<file path="src/tcs_pkg.sv">
//
// Notes on behaviour
// - bus master clear or initialize control word starts the quick logic self-test.
// - indicator lit throughout self-test, turned off only on full success.
// - initialize loads the result byte with ff before any subtest.
// - any basic controller subtest failure writes 00 into the result byte.
// - all basic controller subtests passing writes ff into the result byte.
// - bus self-test failure clears result bits 4 to 7 as one group.
// - adapter tests clear result bit n for each active failing port n.
// - after both tests, indicator off if result is ff, else stays on.
// - function code 04 returns firmware revision low byte, go code high byte.
// - function code 0a returns result byte low, memory module address high.
// - write to drive without permit ring is inhibited and flagged in status word 1 bit 11.
// - detected errors stay held in status registers until the host reads them.
//
package tcs_pkg;

  // ----------------------------------------
  // constants
  // ----------------------------------------
  localparam logic [7:0] TCS_RESULT_RESET = 8'hff;
  localparam logic [7:0] TCS_RESULT_PASS = 8'hff;
  localparam logic [7:0] TCS_RESULT_BASIC_FAIL = 8'h00;
  localparam logic [7:0] TCS_BUS_FAIL_MASK = 8'hf0;
  localparam logic [5:0] TCS_FC_REVISION = 6'h04;
  localparam logic [5:0] TCS_FC_RESULT = 6'h0a;
  localparam int TCS_WPROT_BIT = 11;
  localparam int TCS_NPORTS = 4;
  localparam int TCS_BASIC_STEPS = 4;
  localparam logic [2:0] TCS_STEP_LAST = 3'h3;

  // ----------------------------------------
  // types
  // ----------------------------------------
  typedef enum logic [2:0] {
    TCS_IDLE,
    TCS_BASIC,
    TCS_BUS,
    TCS_WAIT_FC,
    TCS_ADAPTER,
    TCS_DONE
  } tcs_state_type;

  typedef struct packed {
    logic [5:0] code;
    logic valid;
  } tcs_fc_type;

  typedef struct packed {
    logic [15:0] data;
    logic valid;
  } tcs_reply_type;

endpackage

</file>
<file path="src/tcs_reply.sv">
`timescale 1ns/1ps
module tcs_reply (
  input wire logic clk,
  input wire logic arst_n,
  input tcs_pkg::tcs_fc_type fc,
  input wire logic [7:0] result,
  input wire logic [7:0] fw_revision,
  input wire logic [7:0] go_code,
  input wire logic [7:0] mem_module_addr,
  output tcs_pkg::tcs_reply_type reply
);
  import tcs_pkg::*;

  typedef struct packed {
    tcs_reply_type r;
  } tcs_reply_state_type;

  tcs_reply_state_type st_q;
  tcs_reply_state_type st_d;

  // ----------------------------------------
  // diagnostic function code answers
  // ----------------------------------------
  always_comb begin
    st_d = st_q;
    st_d.r.valid = 1'b0;
    if (fc.valid) begin
      if (fc.code == TCS_FC_REVISION) begin
        st_d.r.data = {go_code, fw_revision};
        st_d.r.valid = 1'b1;
      end else if (fc.code == TCS_FC_RESULT) begin
        st_d.r.data = {mem_module_addr, result};
        st_d.r.valid = 1'b1;
      end
    end
  end

  always_ff @(posedge clk or negedge arst_n) begin
    if (!arst_n) begin
      st_q <= '0;
    end else begin
      st_q <= st_d;
    end
  end

  assign reply = st_q.r;
endmodule

</file>
<file path="src/tcs_selftest.sv">
`timescale 1ns/1ps
module tcs_selftest (
  input wire logic clk,
  input wire logic arst_n,
  input wire logic master_clear,
  input wire logic init_cmd,
  input wire logic [3:0] basic_fail,
  input wire logic bus_test_fail,
  input wire logic [3:0] port_active,
  input wire logic [3:0] port_fail,
  input tcs_pkg::tcs_fc_type fc,
  input wire logic [7:0] fw_revision,
  input wire logic [7:0] go_code,
  input wire logic [7:0] mem_module_addr,
  input wire logic write_cmd,
  input wire logic permit_ring,
  input wire logic status1_read,
  output tcs_pkg::tcs_reply_type reply,
  output logic [7:0] selftest_result_byte,
  output logic led_on,
  output logic busy,
  output logic write_go,
  output logic [15:0] status_word1
);
  import tcs_pkg::*;

  typedef struct packed {
    tcs_state_type state;
    logic [2:0] step;
    logic [3:0] port;
    logic [7:0] result;
    logic led;
    logic busy;
    logic write_go;
    logic [15:0] status1;
    logic mclr_prev;
  } tcs_top_state_type;

  tcs_top_state_type st_q;
  tcs_top_state_type st_d;
  logic mclr_s;
  logic start;
  logic [7:0] port_mask;

  // ----------------------------------------
  // pin samplers
  // ----------------------------------------
  tcs_sync u_mclr_sync (
    .clk(clk),
    .arst_n(arst_n),
    .din(master_clear),
    .dout(mclr_s)
  );

  assign start = (mclr_s && !st_q.mclr_prev) || init_cmd;

  // ----------------------------------------
  // port bit map, bit 0 is the msb of the byte
  // ----------------------------------------
  always_comb begin
    port_mask = 8'hff;
    for (int i = 0; i < TCS_NPORTS; i++) begin
      if (st_q.port[i] && port_active[i] && port_fail[i]) begin
        port_mask[7 - i] = 1'b0;
      end
    end
  end

  // ----------------------------------------
  // self-test sequencer and status
  // ----------------------------------------
  always_comb begin
    st_d = st_q;
    st_d.write_go = 1'b0;
    st_d.mclr_prev = mclr_s;
    case (st_q.state)
      TCS_IDLE: begin
      end
      TCS_BASIC: begin
        if (basic_fail[st_q.step[1:0]]) begin
          st_d.result = TCS_RESULT_BASIC_FAIL;
          st_d.state = TCS_DONE;
        end else if (st_q.step == TCS_STEP_LAST) begin
          st_d.result = TCS_RESULT_PASS;
          st_d.state = TCS_BUS;
        end else begin
          st_d.step = st_q.step + 3'h1;
        end
      end
      TCS_BUS: begin
        if (bus_test_fail) begin
          st_d.result = st_q.result & TCS_BUS_FAIL_MASK;
        end
        st_d.state = TCS_WAIT_FC;
      end
      TCS_WAIT_FC: begin
        st_d.port = 4'h1;
        st_d.state = TCS_ADAPTER;
      end
      TCS_ADAPTER: begin
        st_d.result = st_q.result & port_mask;
        st_d.port = {st_q.port[2:0], 1'b0};
        if (st_q.port[TCS_NPORTS - 1]) begin
          st_d.state = TCS_DONE;
        end
      end
      TCS_DONE: begin
        st_d.led = (st_q.result != TCS_RESULT_PASS);
        st_d.busy = 1'b0;
        st_d.state = TCS_IDLE;
      end
      default: begin
        st_d.state = TCS_IDLE;
      end
    endcase
    if (start) begin
      st_d.state = TCS_BASIC;
      st_d.step = 3'h0;
      st_d.port = 4'h0;
      st_d.result = TCS_RESULT_RESET;
      st_d.led = 1'b1;
      st_d.busy = 1'b1;
    end
    if (status1_read) begin
      st_d.status1[TCS_WPROT_BIT] = 1'b0;
    end
    if (write_cmd) begin
      if (!permit_ring) begin
        st_d.status1[TCS_WPROT_BIT] = 1'b1;
      end else begin
        st_d.write_go = 1'b1;
      end
    end
  end

  always_ff @(posedge clk or negedge arst_n) begin
    if (!arst_n) begin
      st_q.state <= TCS_IDLE;
      st_q.step <= 3'h0;
      st_q.port <= 4'h0;
      st_q.result <= TCS_RESULT_RESET;
      st_q.led <= 1'b0;
      st_q.busy <= 1'b0;
      st_q.write_go <= 1'b0;
      st_q.status1 <= 16'h0000;
      st_q.mclr_prev <= 1'b0;
    end else begin
      st_q <= st_d;
    end
  end

  // ----------------------------------------
  // diagnostic replies
  // ----------------------------------------
  tcs_reply u_reply (
    .clk(clk),
    .arst_n(arst_n),
    .fc(fc),
    .result(st_q.result),
    .fw_revision(fw_revision),
    .go_code(go_code),
    .mem_module_addr(mem_module_addr),
    .reply(reply)
  );

  assign selftest_result_byte = st_q.result;
  assign led_on = st_q.led;
  assign busy = st_q.busy;
  assign write_go = st_q.write_go;
  assign status_word1 = st_q.status1;
endmodule

</file>
<file path="src/tcs_sync.sv">
`timescale 1ns/1ps
module tcs_sync (
  input wire logic clk,
  input wire logic arst_n,
  input wire logic din,
  output logic dout
);
  import tcs_pkg::*;

  typedef struct packed {
    logic s1;
    logic s2;
    logic s3;
    logic out;
  } tcs_sync_state_type;

  tcs_sync_state_type st_q;
  tcs_sync_state_type st_d;

  // ----------------------------------------
  // three stage sampler, change taken once stages 2 and 3 agree
  // ----------------------------------------
  always_comb begin
    st_d = st_q;
    st_d.s1 = din;
    st_d.s2 = st_q.s1;
    st_d.s3 = st_q.s2;
    if (st_q.s2 == st_q.s3) begin
      st_d.out = st_q.s3;
    end
  end

  always_ff @(posedge clk or negedge arst_n) begin
    if (!arst_n) begin
      st_q <= '0;
    end else begin
      st_q <= st_d;
    end
  end

  assign dout = st_q.out;
endmodule
</file>
<file path="config.mk">
export PLATFORM = sky130hd
export DESIGN_NAME = tcs_selftest
export DESIGN_NICKNAME = d
export VERILOG_FILES = /design/src/tcs_pkg.sv /design/src/tcs_reply.sv /design/src/tcs_selftest.sv /design/src/tcs_sync.sv
export SDC_FILE = /design/constraint.sdc
export NUM_CORES = 1
export LEC_CHECK = 0
export BUFFER_PORTS_ARGS = -buffer_cell sky130_fd_sc_hd__buf_4
export CAP_MARGIN = 20
export CORE_MARGIN = 1
export CORE_UTILIZATION = 47
export DETAILED_ROUTE_END_ITERATION = 10
export PLACE_DENSITY = 0.79
export SYNTH_ARGS = -nofsm -noshare
export SYNTH_HDL_FRONTEND = slang
export SYNTH_SLANG_ARGS = --single-unit
</file>
<file path="constraint.sdc">
create_clock -name clk -period 2.5 [get_ports clk]
set_input_delay 0.75 -clock clk [delete_from_list [all_inputs] [get_ports clk]]
set_output_delay 0.75 -clock clk [all_outputs]
set_load 0.01 [all_outputs]
</file>
* Yosys cells after proc, flatten, opt, wreduce, memory -nomap -nowiden
Index checks and enable logic that the tools add are counted.
** Operators by class
- Add/sub/neg operators :: 1
- Order comparisons :: 1
- Equality and inequality tests :: 17
- Muxes and demuxes :: 28
- Bitwise gates (word level) :: 1
- Reductions and logical operators :: 23
** Operators by type and width (count)
- $mux 17 :: 2
- $pmux 8 s3 :: 1
- $mux 20 :: 1
- $mux 3 :: 6
- $mux 8 :: 2
- $pmux 3 s5 :: 1
- $reduce_and 3->1 :: 4
- $mux 1 :: 11
- $eq 3x2->1 const B :: 3
- $logic_and 1x1->1 :: 9
- $and 8x8->8 :: 1
- $ne 2x2->1 const B :: 4
- $ne 8x8->1 const B :: 1
- $pmux 4 s2 :: 1
- $eq 3x3->1 const B :: 2
- $eq 6x3->1 const B :: 1
- $eq 6x4->1 const B :: 1
- $ne 3x3->1 const B :: 2
- $reduce_bool 2->1 :: 3
- $reduce_bool 3->1 :: 2
- $mux 4 :: 1
- $ne 4x4->1 const B :: 1
- $reduce_bool 4->1 :: 1
- $add 3x1->3 const B :: 1
- 9 further kinds :: 9
** Word-level totals
- Register bits :: 44
- Input port bits :: 51

* Logic depth before layout (Yosys ltp)
Gate-level depths: netlist of run 1.
- Depth in word-level cells :: 6
- Gate-level depth with buffers :: 6
- Gate-level depth less buffers :: 6

* Modules after synthesis
Synthesis of run 1 repeated with hierarchy kept, for this count alone.
** Unflattened totals
- Cells, all modules :: 186
- Area total of the unflattened synthesis :: 2213.4 µm²
** Modules (own cells, without submodules)
- tcs_selftest :: instances 1, cells each 125, area an instance 1199.9 µm², seq. area each 506.7 µm²
- tcs_reply :: instances 1, cells each 56, area an instance 902.1 µm², seq. area each 425.4 µm²
- tcs_sync :: instances 1, cells each 5, area an instance 111.4 µm², seq. area each 100.1 µm²

* Worst setup path before layout of run 1
OpenSTA, ideal clock, no wires.
- Path type :: input port to flip-flop
- Start :: in fc[1] (netlist name)
- End :: reg u_reply.st_q (netlist bit u_reply.reply[7])
- Library setup time :: 136 ps
- Data arrival time :: 1703 ps
- Required time :: 2364 ps
- Slack :: 661 ps
- Stages on the path :: 6
- Path buffers :: 2
- Path through :: nor3_1 and2_1 buf_4 buf_4 mux2i_1 o21ai_0
** On the way
- Cells in the longest elaborated chain, start to end :: 3
** RTL lines
- start: declaration :: line tcs_selftest.sv:11 : input tcs_pkg::tcs_fc_type fc,
- $eq 6x4->1 / $eq 6x3->1 (equally long branches) :: line tcs_reply.sv:31, tcs_reply.sv:28
- $reduce_bool 2->1 (no line)
- $reduce_and 2->1 (no line)
- end signal: assignment :: line tcs_reply.sv:42 : st_q <= st_d;
- end: declaration :: line tcs_reply.sv:18 : tcs_reply_state_type st_q;
Parallel ways exist; a longest one is shown, timed or not.
A chain may end at the register's enable or synchronous reset.

* Worst setup path after layout of run 1
- Start :: reg st_q[32] (netlist name)
- End :: reg st_q[34] (netlist name)
** On the way
- Cells in the longest elaborated chain, start to end :: 5
** RTL lines
- start: declaration :: line tcs_selftest.sv:39 : tcs_top_state_type st_q;
- start signal: assignment :: line tcs_selftest.sv:148 : st_q <= st_d;
- $add 3x1->3 :: line tcs_selftest.sv:87 : st_d.step = st_q.step + 3'h1;
- $mux 3 :: line tcs_selftest.sv:83 : end else if (st_q.step == TCS_STEP_LAST) begin
- $mux 3 :: line tcs_selftest.sv:80 : if (basic_fail[st_q.step[1:0]]) begin
- $mux 3 :: line tcs_selftest.sv:76 : case (st_q.state)
- $mux 20 :: line tcs_selftest.sv:116 : if (start) begin
Parallel ways exist; a longest one is shown, timed or not. The select of a mux whose other input is x is not followed.

==> impl_metrics.json, run 1 <==
{
  "hold_buffers": 0,
  "grt_pass1_wl_um": 6279,
  "critPathSlowestCell": "or4b_4",
  "status": "completed",
  "grt_max_degree": 42,
  "core_um2": 4144,
  "yosys_warnings": 0,
  "cts_sinks": 41,
  "cp_data_required_time_ps": 2710,
  "avgViaCountPerCell": 5.064,
  "min_period_ps": 1874,
  "multiInputGateArea_um2": 870.8,
  "numCtsBuffers": 5,
  "dp.cells": 322,
  "nNetsFinal": 332,
  "slew_headroom_pct": 66.41,
  "path_cells": "ha_1 -> ha_1 -> or4b_4 -> nor2_4 -> nor2_1 -> a211oi_2",
  "avgSynthCellArea_um2": 10.03,
  "clkTransAtPathRegs_ps": 70,
  "synth_cell_types": 44,
  "p_leak_nw": 1.289,
  "wl_per_cell_um": 12.94,
  "crit_family": "simple AND/OR/NAND/NOR gates",
  "skew_ps": 7.567,
  "die_width_um": 68.94,
  "cts_buffer_depth": 2,
  "r2r-start": "st_q[32]",
  "dieArea_um2": 4752,
  "switching_power_uw": 494.1,
  "cp_max_fo": 6,
  "routed_wl_um": 4269,
  "syn_area_um2": 2106,
  "cpMostUsedCell": "ha_1",
  "stdcell_count": 330,
  "ys_async_sr_fraction_pct": 100.0,
  "switching_share_pct": 29.11,
  "area_growth_pct": 28.22,
  "cpPeakStageDelay_ps": 520,
  "ys_seq_area_share_pct": 49.02,
  "crit_arrival_ps": 2090,
  "finalSetupViolations": 0,
  "globalplace.congestion": 0.7666,
  "final_layout_size_suffix_gt1_share_pct": 36.07,
  "rows": 23,
  "critPathLaunch": "st_q[32]",
  "seqCellArea_um2": 1032,
  "antenna_left": 0,
  "synth_edf_count": 0,
  "tns_ps": 0,
  "drv_slew": 0,
  "hold_viol_final": 0,
  "pwr_density_cell_nw_per_um2": 628.7,
  "ios": 95,
  "clock-root-buffer": "clkbuf_8",
  "min_period_over_period_pct": 74.97,
  "cts_tree": "yes",
  "pwr-share-comb_pct": 25.4,
  "grt.overflow.total": 0,
  "cts.repair.resized": 0,
  "antenna_cells": 0,
  "hpwl_um": 3269,
  "dr.pass1.iters": 4,
  "hp-start": "u_mclr_sync.st_d[2]",
  "antenna_found_initial": 0,
  "p_clk_share_pct": 26.2,
  "worst_pin_slew_ps": 503.8,
  "drc": 0,
  "clk-insertion-delay-late_ps": 290,
  "ys_seq_elements": 41,
  "n_fill_cell": 350,
  "cts.htree.levels": 2,
  "start_util_pct": 50.82,
  "fin_ws_ps": 625.9,
  "drt_iter0_markers": 78,
  "p_seq_share_pct": 48.4,
  "track_usage_pct": 18.48,
  "vdd.ir_drop.worst_uv": 336.8,
  "hp-class": "reg2reg",
  "crit_buf_inv": 0,
  "synth_flop_cell": "dfrtp_1",
  "max_cap_violations": 0,
  "max_freq_mhz": 533.6,
  "p_int_mw": 1.203,
  "cts_setup_buffers": 0,
  "critPathCaptureType": "register",
  "start_kind": "register",
  "die_h_um": 68.94,
  "grt_pass1_vias": 1442,
  "dp_slack_ps": 485.0,
  "vias": 1671,
  "grt_setup_unrepaired": "no",
  "critPathKind": "reg2reg",
  "synthCells": 210,
  "portBuffers": 79
}
-- cell families after synthesis --
logic type,count (synthesis),synth area share [%]
simple gates,58,14.44
compound gates,52,14.97
mux,13,6.774
flops,41,49.02
buf+inv,40,12.12
fa+ha+maj,3,1.664
other cells,1,0.1781
xor+xnor,2,0.8320
-- synthesized netlist by cell type, drive strengths merged (2+ instances only) --
cell type	instances	area (um2)
nand2	26	97.59
dfstp	5	131.4
ha	2	25.02
dfrtp	36	900.9
mux2i	12	120.1
a211oi	2	20.02
nor3	3	15.01
o31ai	4	30.03
o221ai	3	26.28
nor2	12	52.55
inv	6	22.52
nor2b	3	18.77
a21oi	11	55.05
o21ai	20	100.1
clkbuf	7	26.28
buf	27	206.5
and2	2	12.51
a31oi	6	37.54
-- metrics by stage --
step	hold WS, ps	utilization, %	total power, mW	area [um2]
5_1_grt	361.7	65.16	1.805	2700
4_1_cts	359.5	65.16	1.719	2700
2_1_floorplan	331.2	-	1.089	2158
3_5_place_dp	341.8	62.83	1.269	2604
3_3_place_gp	334.1	62.83	1.258	2604
6_report	353.9	65.16	1.698	2700
-- per-layer routing --
| metal | GRT usage [%] | routed length, um | vias up |
|---|---|---|---|
| li1 | - | - | 837 |
| met2 | 30.83 | 1995 | 70 |
| met3 | 5.757 | 447 | 10 |
| met5 | 0 | 0 | - |
| met4 | 9.184 | 89 | 0 |
| met1 | 21.31 | 1736 | 754 |
-- final cells by class --
class | instances | share of cell area (%)
clock inverter | 2 | 0.5097
multi-input combinational | 143 | 32.25
timing repair buffer | 82 | 22.80
clock buffer | 6 | 3.058
tap | 50 | 2.317
sequential | 41 | 38.23
inverter | 6 | 0.8341
-- registers in the layout (all words and copies together), names as in the netlist --
register	cells
u_mclr_sync.st_q	1
selftest_result_byte	5
busy	1
write_go	1
st_q	11
u_mclr_sync.dout	1
u_mclr_sync.st_d	2
status_word1	1
u_reply.reply	17
led_on	1
-- cells in the final DEF, fill, tap and decap left out, types with 2 or more instances in the layout --
cell type  instances
o221ai_1           3
dfstp_2            5
inv_1              6
nand2_1           26
nor2_1            11
o21ai_0           20
a21oi_1           11
o31ai_1            4
mux2i_1           12
conb_1            15
a31oi_1            6
ha_1               2
and2_1             2
buf_4             82
dfrtp_1           36
nor3_1             3
clkbuf_8           6
nor2b_1            3
-- power by group through the flow --
stage | combinational (mW) | clock, mW | sequential [mW]
global placement | 0.426 | 0 | 0.832
CTS | 0.436 | 0.462 | 0.821
floorplan | 0.251 | 0 | 0.838
global route | 0.480 | 0.491 | 0.834
finish | 0.432 | 0.445 | 0.821
detailed placement | 0.435 | 0 | 0.834
-- final timing paths --
check | to | slack (ps) | depth (start not counted)
max in group asynchronous | selftest_result_byte[2] | 1720 | 1
setup / recovery | st_q[34] | 630 | 6
hold reg to reg | u_mclr_sync.st_d[1] | 350 | 0
hold / removal | u_mclr_sync.st_d[1] | 350 | 0
setup reg to reg | st_q[34] | 630 | 6
min in group asynchronous | u_reply.reply[7] | 410 | 1
(Power assumes the default switching activity.)
==> inputs of run 2 (changes only) <==
--- a/config.mk
+++ b/config.mk
@@ -8,9 +8,9 @@
 export BUFFER_PORTS_ARGS = -buffer_cell sky130_fd_sc_hd__buf_4
 export CAP_MARGIN = 20
 export CORE_MARGIN = 1
-export CORE_UTILIZATION = 47
+export CORE_UTILIZATION = 42
 export DETAILED_ROUTE_END_ITERATION = 10
-export PLACE_DENSITY = 0.79
+export PLACE_DENSITY = 0.75
 export SYNTH_ARGS = -nofsm -noshare
 export SYNTH_HDL_FRONTEND = slang
 export SYNTH_SLANG_ARGS = --single-unit
==> constraint.sdc (replaced) <==
create_clock -name clk -period 1.69 [get_ports clk]
set_input_delay 0.507 -clock clk [delete_from_list [all_inputs] [get_ports clk]]
set_output_delay 0.507 -clock clk [all_outputs]
set_load 0.01 [all_outputs]
==> run 2 against run 1 <==
Compared with the run above:
- the run now ends with setup timing left
- maximum frequency is 4.1% higher
- first-iteration DRC count down 36%
- setup slack worse by 740 ps
- largest power group unchanged
==> impl_metrics.json, run 2 (same netlist as run 1, synthesis figures left out) <==
{
  "max_freq_mhz": 555.5,
  "min_period_over_period_pct": 106.5,
  "die_width_um": 72.81,
  "hpwl_um": 3508,
  "crit_path_end": "st_q[34]",
  "seqCellArea_um2": 1032,
  "vdd.ir_drop.worst_uv": 406.2,
  "wl_per_cell_um": 13.08,
  "dp.cells": 347,
  "ios": 95,
  "clock-root-buffer": "clkbuf_8",
  "clkTransAtPathRegs_ps": 70,
  "antenna_cells": 0,
  "cts_sinks": 41,
  "routed_wl_um": 4697,
  "portBuffers": 79,
  "drv_slew": 0,
  "clk-insertion-delay-late_ps": 290,
  "slew_headroom_pct": 65.52,
  "rows": 25,
  "globalplace.congestion": 0.8558,
  "hp-class": "in2async",
  "min_period_ps": 1800,
  "rr_endpoint": "st_q[34]",
  "final_layout_size_suffix_gt1_share_pct": 40.07,
  "grt_max_degree": 42,
  "core_um2": 4786,
  "final_common_cell": "buf_4",
  "crit_buf_inv": 1,
  "dieArea_um2": 5301,
  "grt.overflow.total": 0,
  "numCtsBuffers": 5,
  "fin_ws_ps": -110.3,
  "multiInputGateArea_um2": 899.6,
  "crit_arrival_ps": 1980,
  "track_usage_pct": 18.76,
  "antenna_found_initial": 0,
  "power_mw": 2.743,
  "crit_family": "simple AND/OR/NAND/NOR gates",
  "critPathLaunch": "st_q[33]",
  "n_fill_cell": 439,
  "stdcell_count": 359,
  "status": "finished, violations left",
  "final_cell_mix": "buf_4, dfrtp_1, nand2_1",
  "antenna_left": 0,
  "skew_ps": 5.046,
  "start_kind": "register",
  "hold_viol_final": 0,
  "vias": 1753,
  "cts_tree": "yes",
  "drc": 0,
  "cp_num_cells": 6,
  "critPathCaptureType": "register",
  "cts_buffer_depth": 2,
  "critPathKind": "reg2reg",
  "worst_pin_slew_ps": 517.2,
  "critPathSlowestCell": "or4b_4",
  "grt_pass1_vias": 1630,
  "violations": "setup timing",
  "grt_setup_unrepaired": "yes",
  "finalSetupViolations": 8,
  "dr.pass1.iters": 4,
  "cts.htree.levels": 2,
  "nNetsFinal": 344,
  "pwr_density_cell_nw_per_um2": 950.6,
  "avgViaCountPerCell": 4.883,
  "max_cap_violations": 0,
  "r2r_slack_ps": -110,
  "die_h_um": 72.81,
  "area_growth_pct": 37.02,
  "start_util_pct": 44.00,
  "largest_reg_flops": 17,
  "grt_pass1_wl_um": 7493,
  "path_cells": "ha_2 -> ha_4 -> or4b_4 -> nor2_4 -> buf_4 -> a211oi_2",
  "r2r-start": "st_q[33]",
  "cp_max_fo": 6,
  "p_leak_nw": 1.365,
  "hold_buffers": 0,
  "drt_iter0_markers": 50,
  "cpPeakStageDelay_ps": 520,
  "reg2regPathDepth": 6,
  "cp_data_required_time_ps": 1870
}
[run 2: changes by cell type in the layout (fill, tap and decap cells not counted), sizes merged]
cell    previous run  this run
clkbuf             6         7
buf               82        94
clkinv             2         0
bufinv             0         1
[run 2: metal layers]
metal	track usage, %	wire, um	up-vias
met2	31.57	2204	77
li1	-	-	854
met3	4.006	375	8
met4	6.536	57	0
met1	23.95	2060	814
met5	0	0	-
[run 2: timing repair]
action,4_1_cts,5_1_grt
endpoints found under the setup margin,8,8
pin swaps,4,7
resized for setup,1,5
cloned,0,0
setup buffers,1,3
[run 2: cell type report]
type                       count  share of cell area, %
sequential                    41                  35.78
multi-input combinational    143                  31.18
timing repair buffer          94                  25.33
clock buffer                   7                  2.992
tap                           67                  2.905
clock inverter                 1                  1.041
inverter                       6                 0.7806
[run 2: through the flow]
stage	hold WS, ps	util, %	TNS, ps	cell area [um2]	setup slack [ps]
floorplan	211.4	-	-214.9	2163	-64.27
global placement	334.3	56.73	-300.8	2715	-61.19
detailed placement	338.1	56.73	-676.3	2715	-107.0
CTS	205.0	59.53	-686.8	2849	-107.3
global route	224.8	60.29	-1380	2885	-184.6
finish	180.4	60.29	-720.5	2885	-110.3
[run 2: how the worst min path moves through the flow]
stage                                     end  slack [ps]  cells after the start
after CTS                            st_q[31]         210                      1
after global routing         u_reply.reply[3]         220                      1
after floorplan                          busy         210                      0
after detailed placement  u_mclr_sync.st_d[1]         340                      0
final                       u_reply.reply[16]         180                      1
after global placement    u_mclr_sync.st_d[1]         330                      0
[run 2: power breakdown]
part | internal (mW) | leakage (nW) | switching [mW]
combinational | 0.386 | 0.794 | 0.345
sequential | 1.12 | 0.512 | 0.0862
clock | 0.481 | 0.0585 | 0.328
==> inputs of run 3 (changes only) <==
--- a/config.mk
+++ b/config.mk
@@ -10,7 +10,7 @@
 export CORE_MARGIN = 1
 export CORE_UTILIZATION = 42
 export DETAILED_ROUTE_END_ITERATION = 10
-export PLACE_DENSITY = 0.75
+export PLACE_DENSITY = 0.76
 export SYNTH_ARGS = -nofsm -noshare
 export SYNTH_HDL_FRONTEND = slang
 export SYNTH_SLANG_ARGS = --single-unit
==> run 3 against run 2 <==
Compared with the run above:
- the run still ends with setup timing left
- sequential power about the same
- core utilization down 1.5 points
- wire length down 3.2%
- worst hold slack better by 7.0 ps
- die area unchanged
- clock power down 23%
- sequential share of layout area up 0.94 points
- clock skew up 2.7 ps
- critical path depth unchanged
- cell count down 0.84%
- critical path type unchanged
- largest power group unchanged
- highest routed layer unchanged
==> impl_metrics.json, run 3 (same netlist as run 1, synthesis figures left out) <==
{
  "status": "finished, violations left",
  "violations": "setup timing",
  "cp_data_required_time_ps": 1880,
  "cts_setup_buffers": 0,
  "die_width_um": 72.81,
  "grt_util_met3_pct": 5.249,
  "clkTransAtPathRegs_ps": 80,
  "cts_buffer_depth": 2,
  "portBuffers": 79,
  "antenna_left": 0,
  "slew_headroom_pct": 65.42,
  "drv_slew": 0,
  "hpwl_um": 3511,
  "routed_wl_um": 4545,
  "critPathCaptureType": "register",
  "min_period_over_period_pct": 107.1,
  "final_layout_size_suffix_gt1_share_pct": 39.45,
  "vdd.ir_drop.worst_uv": 402.2,
  "placed_area_um2": 2710,
  "whs_ps": 187.4,
  "dp_slack_ps": -107.0,
  "wl_per_cell_um": 12.77,
  "nNetsFinal": 341,
  "top_usage_layer": "met2",
  "final_common_cell": "buf_4",
  "antenna_cells": 0,
  "tns_ps": -786.7,
  "p_leak_nw": 1.328,
  "critPathLaunch": "st_q[33]",
  "ios": 95,
  "grt.overflow.total": 0,
  "track_usage_pct": 17.56,
  "drt_iter0_markers": 84,
  "grt_pass1_wl_um": 7038,
  "fin_ws_ps": -119.4,
  "max_freq_mhz": 552.7,
  "largest_reg_flops": 17,
  "clock-root-buffer": "clkbuf_8",
  "max_cap_violations": 0,
  "r2r-start": "st_q[33]",
  "start_kind": "register",
  "die_h_um": 72.81,
  "hold_viol_final": 0,
  "clk-insertion-delay-late_ps": 290,
  "dieArea_um2": 5301,
  "cts.htree.levels": 2,
  "area_growth_pct": 33.51,
  "fin_util_pct": 58.75,
  "grt_max_degree": 42,
  "grt_use_met1_pct": 22.57,
  "avgViaCountPerCell": 4.817,
  "antenna_found_initial": 0,
  "pwr_density_cell_nw_per_um2": 897.2,
  "rows": 25,
  "final_cell_mix": "buf_4, dfrtp_1, nand2_1",
  "numCtsBuffers": 5,
  "n_fill_cell": 424,
  "r2r_slack_ps": -120,
  "hp-class": "in2async",
  "core_um2": 4786,
  "critPathKind": "reg2reg",
  "min_period_ps": 1809,
  "globalplace.congestion": 0.8252,
  "crit_arrival_ps": 2000,
  "finalSetupViolations": 8,
  "start_util_pct": 44.00,
  "drc": 0,
  "grt_setup_unrepaired": "yes",
  "vias": 1715,
  "skew_ps": 7.738,
  "dr.pass1.iters": 4,
  "cp_max_fo": 6,
  "design_area_um2": 2811,
  "grt_pass1_vias": 1543,
  "cts_sinks": 41,
  "worst_pin_slew_ps": 518.7,
  "cts_tree": "yes",
  "grt_use_met2_pct": 29.49
}
-- run 3: changes by cell type in the layout (fill, tap and decap cells not counted), sizes merged --
cell | before | now
clkinvlp | 0 | 1
clkinv | 0 | 2
clkbuf | 7 | 5
buf | 94 | 91
bufinv | 1 | 0
-- run 3: layout make-up --
| cell class | instances | area [um2] | share of cell area, % |
|---|---|---|---|
| clock buffers | 5 | 68.82 | 2.448 |
| clock inverters | 3 | 17.52 | 0.6231 |
| inverters | 6 | 22.52 | 0.8011 |
| multi-input cells | 143 | 890.9 | 31.69 |
| flip-flops and latches | 41 | 1032 | 36.72 |
| well taps | 67 | 83.83 | 2.982 |
| repair buffers | 91 | 695.7 | 24.74 |
-- run 3: layer usage --
metal  part of all wire (%)  routed length (um)  up-vias
li1                       -                   -      842
met1                     44                1994      795
met2                     48                2170       74
met3                    7.8                 353        4
met4                   0.59                  27        0
met5                      0                   0        -
-- run 3: final timing paths --
kind                                                 to  cells after the start
worst max-delay path                           st_q[32]                      6
worst min-delay path                               busy                      1
worst max register to register                 st_q[32]                      6
worst min register to register      u_mclr_sync.st_d[1]                      0
max in group asynchronous       selftest_result_byte[7]                      1
min in group clk                    u_mclr_sync.st_d[2]                      1
-- run 3: report_power, final --
part	switching (mW)	internal (mW)
sequential	0.0846	1.11
combinational	0.334	0.367
clock	0.337	0.285
-- run 3: timing repair --
item	4_1_cts	5_1_grt
pin swaps	1	3
hold buffers	0	0
setup endpoints to repair	8	9
gates resized for setup	1	3
-- run 3: stage by stage --
| stage | power [mW] | std cells |
|---|---|---|
| after floorplan | 1.611 | 224 |
| after global placement | 1.896 | 348 |
| after detailed placement | 1.916 | 348 |
| after CTS | 2.544 | 356 |
| after global routing | 2.691 | 356 |
| final | 2.522 | 356 |
-- run 3: critical path, stage by stage (launching register included) --
cell     delay [ps]
dfrtp_1         390
ha_2            200
ha_4            160
or4b_4          560
nor2_4          200
xnor2_1         150
nor2_1           50
